**src/core/gpio_port_pkg.sv**
```systemverilog
// gpio_port_pkg: register map, reset values and widths of the shared-pin gpio port.
// assumes: one 250 MHz clock domain, byte-wide register port.
package gpio_port_pkg;

  localparam int unsigned  PIN_COUNT        = 8;
  localparam int unsigned  ADDR_WIDTH       = 8;
  localparam int unsigned  DATA_WIDTH       = 8;

  localparam logic [7:0]   ROUTE_SELECT_ADDR     = 8'h12;
  localparam logic [7:0]   DIRECTION_SELECT_ADDR = 8'h13;
  localparam logic [7:0]   PIN_LEVEL_ADDR        = 8'h14;

  localparam logic [7:0]   ROUTE_SELECT_RESET     = 8'h00;
  localparam logic [7:0]   DIRECTION_SELECT_RESET = 8'h00;
  localparam logic [7:0]   PIN_LEVEL_RESET        = 8'h00;
  localparam logic [7:0]   READ_DATA_RESET        = 8'h00;
  localparam logic [7:0]   UNMAPPED_READ_VALUE    = 8'h00;

  // direction encoding per pin
  localparam logic         DIR_OUTPUT = 1'b0;
  localparam logic         DIR_INPUT  = 1'b1;

  // flip-flops between a pad and any logic that reads its level
  localparam int unsigned  SYNC_STAGES = 2;

endpackage : gpio_port_pkg

```
**src/core/shared_pin_gpio_port.sv**
```systemverilog
// shared_pin_gpio_port: eight gpio pins sharing the analog input pins, with
// routing, direction and level registers behind a simple register port.
// assumes: synchronous active-low reset, read data one cycle after the read strobe,
// the pad ring resolves pin levels from pin_out and pin_oe.
//
// What this block does
// RULE1: routing register at 12h, reset 00h.
// RULE2: route bits 0-3 join analog pins 3-6.
// RULE3: route bits 4-7 join pins 7-9, common.
// RULE4: route bit zero leaves gpio detached.
// RULE5: direction register at 13h, reset 00h.
// RULE6: direction 0 output, 1 input.
// RULE7: level register at 14h, reset 00h.
// RULE8: output pins read back as zero.
// RULE9: input pin writes only store the value.
// RULE10: level 0 low, 1 high.
// RULE11: input pins undriven, read sampled level.
// RULE12: output pins drive last written level.
//
// Design decision made here: strobed register access.
`timescale 1ns/1ps
module shared_pin_gpio_port
  import gpio_port_pkg::*;
(
  input  wire logic                  clock,
  input  wire logic                  rst_n,
  input  wire logic [ADDR_WIDTH-1:0] reg_addr,
  input  wire logic [DATA_WIDTH-1:0] reg_wdata,
  input  wire logic                  reg_write,
  input  wire logic                  reg_read,
  output logic      [DATA_WIDTH-1:0] reg_rdata,
  input  wire logic [PIN_COUNT-1:0]  pin_in,
  output logic      [PIN_COUNT-1:0]  pin_out,
  output logic      [PIN_COUNT-1:0]  pin_oe,
  output logic      [PIN_COUNT-1:0]  analog_join
);

  ////////////////////////////////////////////////////////////////////////////////
  // state

  typedef struct packed {
    logic [PIN_COUNT-1:0]  route_bits_r;
    logic [PIN_COUNT-1:0]  direction_bits_r;
    logic [PIN_COUNT-1:0]  level_bits_r;
    logic [DATA_WIDTH-1:0] rdata_r;
    logic [PIN_COUNT-1:0]  pin_out_r;
    logic [PIN_COUNT-1:0]  pin_oe_r;
    logic [PIN_COUNT-1:0]  analog_join_r;
  } port_state_t;

  port_state_t          state_r;
  port_state_t          state_nxt;
  logic [PIN_COUNT-1:0] pin_sampled;
  logic [PIN_COUNT-1:0] level_view;

  pin_sync u_pin_sync (
    .clock    (clock),
    .rst_n    (rst_n),
    .async_in (pin_in),
    .sync_out (pin_sampled)
  );

  ////////////////////////////////////////////////////////////////////////////////
  // per-pin read view of the level register

  genvar gi;
  generate
    for (gi = 0; gi < PIN_COUNT; gi++) begin : g_view
      // output pins read zero; input pins show the sampled pad level
      assign level_view[gi] = (state_r.direction_bits_r[gi] == DIR_INPUT)
                              ? pin_sampled[gi]  // RULE11 RULE10
                              : 1'b0;            // RULE8
    end
  endgenerate

  ////////////////////////////////////////////////////////////////////////////////
  // next state

  always_comb begin
    state_nxt         = state_r;
    state_nxt.rdata_r = READ_DATA_RESET;

    if (reg_write) begin
      case (reg_addr)
        ROUTE_SELECT_ADDR: begin
          state_nxt.route_bits_r = reg_wdata;  // RULE1
        end
        DIRECTION_SELECT_ADDR: begin
          state_nxt.direction_bits_r = reg_wdata;  // RULE5
        end
        PIN_LEVEL_ADDR: begin
          // input pins keep the write in the register without reaching the pad
          state_nxt.level_bits_r = reg_wdata;  // RULE7 RULE9
        end
        default: begin
        end
      endcase
    end

    if (reg_read) begin
      case (reg_addr)
        ROUTE_SELECT_ADDR:     state_nxt.rdata_r = state_r.route_bits_r;
        DIRECTION_SELECT_ADDR: state_nxt.rdata_r = state_r.direction_bits_r;
        PIN_LEVEL_ADDR:        state_nxt.rdata_r = level_view;
        default:               state_nxt.rdata_r = UNMAPPED_READ_VALUE;
      endcase
    end

    // pad drive updates on the same clock edge as the registers it follows
    for (int i = 0; i < PIN_COUNT; i++) begin
      state_nxt.pin_oe_r[i]  = (state_nxt.direction_bits_r[i] == DIR_OUTPUT);  // RULE6 RULE11
      state_nxt.pin_out_r[i] = state_nxt.level_bits_r[i]
                               & (state_nxt.direction_bits_r[i] == DIR_OUTPUT);  // RULE12 RULE10
    end

    // bit n joins gpio n to its analog pin: 3,4,5,6,7,8,9 then common
    state_nxt.analog_join_r = state_nxt.route_bits_r;  // RULE2 RULE3 RULE4

    if (!rst_n) begin
      state_nxt.route_bits_r     = ROUTE_SELECT_RESET;
      state_nxt.direction_bits_r = DIRECTION_SELECT_RESET;
      state_nxt.level_bits_r     = PIN_LEVEL_RESET;
      state_nxt.rdata_r          = READ_DATA_RESET;
      // reset leaves all pins as outputs driving low, matching the register reset
      state_nxt.pin_oe_r         = {PIN_COUNT{1'b1}};
      state_nxt.pin_out_r        = '0;
      state_nxt.analog_join_r    = '0;
    end
  end

  always_ff @(posedge clock) begin
    state_r <= state_nxt;
  end

  ////////////////////////////////////////////////////////////////////////////////
  // outputs

  assign reg_rdata   = state_r.rdata_r;
  assign pin_out     = state_r.pin_out_r;
  assign pin_oe      = state_r.pin_oe_r;
  assign analog_join = state_r.analog_join_r;

endmodule // shared_pin_gpio_port

```
**src/core/pin_sync.sv**
```systemverilog
// pin_sync: two-flop synchroniser for a vector of pin levels.
// assumes: inputs are asynchronous to clock; output is only read after stage two.
`timescale 1ns/1ps
module pin_sync
  import gpio_port_pkg::*;
(
  input  wire logic                 clock,
  input  wire logic                 rst_n,
  input  wire logic [PIN_COUNT-1:0] async_in,
  output logic      [PIN_COUNT-1:0] sync_out
);

  typedef struct packed {
    logic [PIN_COUNT-1:0] stage1_r;
    logic [PIN_COUNT-1:0] stage2_r;
  } sync_state_t;

  sync_state_t state_r;
  sync_state_t state_nxt;

  always_comb begin
    state_nxt          = state_r;
    state_nxt.stage1_r = async_in;
    state_nxt.stage2_r = state_r.stage1_r;
    if (!rst_n) begin
      state_nxt = '0;
    end
  end

  always_ff @(posedge clock) begin
    state_r <= state_nxt;
  end

  assign sync_out = state_r.stage2_r;

endmodule // pin_sync

```
**config.mk**
```make
export PLATFORM = sky130hd
export DESIGN_NAME = shared_pin_gpio_port
export DESIGN_NICKNAME = d
export VERILOG_FILES = /design/src/core/gpio_port_pkg.sv /design/src/core/shared_pin_gpio_port.sv /design/src/core/pin_sync.sv
export SDC_FILE = /design/constraint.sdc
export NUM_CORES = 1
export LEC_CHECK = 0
export ABC_CLOCK_PERIOD_IN_PS = 2100
export BUFFER_PORTS_ARGS = -buffer_cell sky130_fd_sc_hd__buf_2
export CAP_MARGIN = 20
export CORE_MARGIN = 4
export CORE_UTILIZATION = 52
export DETAILED_ROUTE_END_ITERATION = 10
export PLACE_DENSITY = 0.78
export SLEW_MARGIN = 20
export SYNTH_ARGS = -nofsm -noshare
export SYNTH_HDL_FRONTEND = slang
export SYNTH_HIERARCHICAL = 1
export SYNTH_SLANG_ARGS = --single-unit
```
**constraint.sdc**
```tcl
create_clock -name clock -period 2.1 [get_ports clock]
set_input_delay 0.105 -clock clock [delete_from_list [all_inputs] [get_ports clock]]
set_output_delay 0.105 -clock clock [all_outputs]
set_load 0.02 [all_outputs]
```
==> impl_results.md <==
- Worst EP required: 2370 ps
- Pre-antenna DRT Iters: 4
- Final Max Tran Viols: 0
- Final Util: 60.3%
- CP Capture Type: flop
- Core area: 4690 µm²
- Tmin final: 1610 ps
- Critical Path AT: 1870 ps
- Mapped Area: 2510 µm²
- DRT iter0 DRCs: 57
- Nets: 294
- Num CTS Buffers: 9
- Input/output buffers: 59
- Master of the slowest instance on the critical path: or4b_4
- GRT overflow: 0
- Top cells by count, synth: dfxtp_1 (64), buf_4 (40), nor2b_1 (25), mux2i_1 (24), and2_2 (12)
- Global-route wire length before repair: 6.98 mm
- Largest net degree at the start of global routing: 34
- RSZ-0062 raised after global routing: false
- Dpl cell area: 2590 µm²
- Tot GR Track Use: 15.4%
- RePlAce Congestion: 0.793
- Synth Register Bits: 64
- H-tree Lvls: 3
- WS Path Type: in -> reg
- Hold crit path type: in -> reg
- Vias in the first global route: 1434
- Most frequent cell after synthesis: dfxtp_1
- Upper clock frequency limit: 623 MHz
- Yosys cell types: 23
- Detailed placement HPWL: 2.93 mm
- Area growth syn-to-layout: 12.4%
- Top FF cell, synth: dfxtp_1
- Final Non-Filler Cells: 323
- Final hold vios: 0
- Clock Tree Root: clkbuf_8
- Post-CTS sizing: 0
- Remaining antenna violation count: 0
- Vias: 1577
- # placed instances: 301
- P_sw: 0.449 mW
- Via/cell ratio: 4.88
- Die height: 77.5 µm
- Top post-synthesis cells by area: dfxtp_1 (51%), buf_4 (12%), mux2i_1 (9.6%)
- CTS tree: built
- Pwr dens: 771 nW/µm²
- Initial Util: 53.6%
- Setup Viol. Count Final: 0
- Sequential Power Share: 56.5%
- Max-cap viol count: 0
- Yosys Warn Count: 6
- Initial antenna violation count: 0
- Crit path launch type: input pin
- Cell breakdown of the critical path: buf_2 -> or4b_4 -> or4b_1 -> buf_4 -> mux2i_1 -> and3b_1
- Yosys top cell by area: dfxtp_1
- Worst-path fanout max: 8
- Die Area: 6010 µm²
- Internal: 1.73 mW
- EDFF count, synth: 0
- Clock-pin slew on the worst setup and hold paths: 60 ps
- Leak: 1.37 nW
- Slowest Stage Delay on Critical Path: 560 ps
- Clock Power Share: 38.9%
- Synth Instances: 229
- Outcome: completed
- DR DRC count: 0
- Mapped Nets: 257
- Final wirelength: 4.37 mm
- Tot Pwr: 2.18 mW
- Clk buf depth: 2
- Die Width: 77.5 µm
- Sink Count: 64
- Clk_lat worst skew: 320 ps
- VDD IR max: 0.358 mV
- Slew @ Worst Pin: 764 ps
- Slew Limit Headroom: 49.0%
- Fin Setup TNS: 0 ps
- Switching part of the total: 20.6%
- Syn avg cell area: 11.0 µm²
- Final instance area: 2830 µm²
- Drt wl/cell: 13.5 µm
- Std-Cell Rows: 25
- Post-synth top area share: 50.9%
- Clock Skew: 5.88 ps
- ANT cells: 0
- Comb pwr share: 4.6%
- Asr flop ratio synth: 0%
- Final Cycle Share: 76.4%
- Post-synthesis sequential area ratio: 50.9%
- Layout cells sized above 1: 34.9%
- I/O pins: 60
## placed cells by master (no fill, tap or decap), types with 3 or more instances in the layout
master,count
a21o_1,8
dfxtp_1,64
and2_2,12
clkbuf_1,3
buf_4,8
nand2b_1,8
dlygate4sd3_1,8
mux2i_1,24
and3b_1,9
a32oi_1,8
and2_1,4
buf_2,59
nor2_1,9
clkbuf_8,10
nor2b_1,25
## state kept, by name (all words and copies together) (netlist names)
name	count
analog_join	8
pin_oe	8
pin_out	8
reg_rdata	8
state_r	16
u_pin_sync/state_r	8
u_pin_sync/sync_out	8
## what timing repair did
item                                   4_1_cts  5_1_grt
hold buffers                                 8        0
buffers inserted                             0        0
endpoints found under the hold margin        8        0
## critical path: cells and delay by family
family	cells	cell delay, ps
AND/OR/NAND/NOR	3	1240
multiplexers	1	220
buffers and inverters	2	300
## logic make-up (layout without fill, tap and decap cells)
| kind of cell | Yosys count | in the layout | synth area share [%] |
|---|---|---|---|
| AND/OR/NAND/NOR | 74 | 74 | 19.9 |
| flip-flops | 64 | 64 | 50.9 |
| multiplexers | 24 | 24 | 9.55 |
| buffers and inverters | 50 | 90 | 14.1 |
| AO/OA/AOI/OAI | 17 | 17 | 5.52 |
## metal layers
layer	vias up	track usage, %	part of all wire (%)
li1	800	-	-
met1	713	19.9	45
met2	50	21.8	45
met3	14	5.22	6.8
met4	0	10.1	2.7
met5	-	0	0
## final timing paths
kind                          start                endpoint  slack [ps]  cells after the start
min                    reg_wdata[4]          analog_join[4]          80                      3
min reg2reg  u_pin_sync/state_r[10]  u_pin_sync/sync_out[2]         440                      1
max                     reg_addr[7]              pin_out[6]         490                      6
max reg2reg  u_pin_sync/sync_out[1]            reg_rdata[1]        1230                      3
## area by class of cell
| class | count | area, µm² |
|---|---|---|
| sequential | 64 | 1280 |
| clock inverter | 1 | 5.00 |
| fill | 396 | 1860 |
| clock buffer | 13 | 149 |
| inverter | 1 | 3.75 |
| timing repair buffer | 75 | 435 |
| multi-input combinational | 115 | 886 |
| tap | 54 | 67.6 |
## stage by stage
stage	worst slack (ps)	hold slack [ps]
global route	416	59.0
global placement	233	315
CTS	497	61.5
detailed placement	170	315
finish	495	75.2
floorplan	396	232
## power by group through the flow
stage	combinational, mW	clock [mW]	sequential, mW
2_1_floorplan	0.0537	0	1.26
5_1_grt	0.110	0.927	1.23
4_1_cts	0.100	0.870	1.23
3_5_place_dp	0.0880	0	1.26
6_report	0.100	0.849	1.23
3_3_place_gp	0.0876	0	1.26
Note: power is estimated with default switching activity, not from simulation.
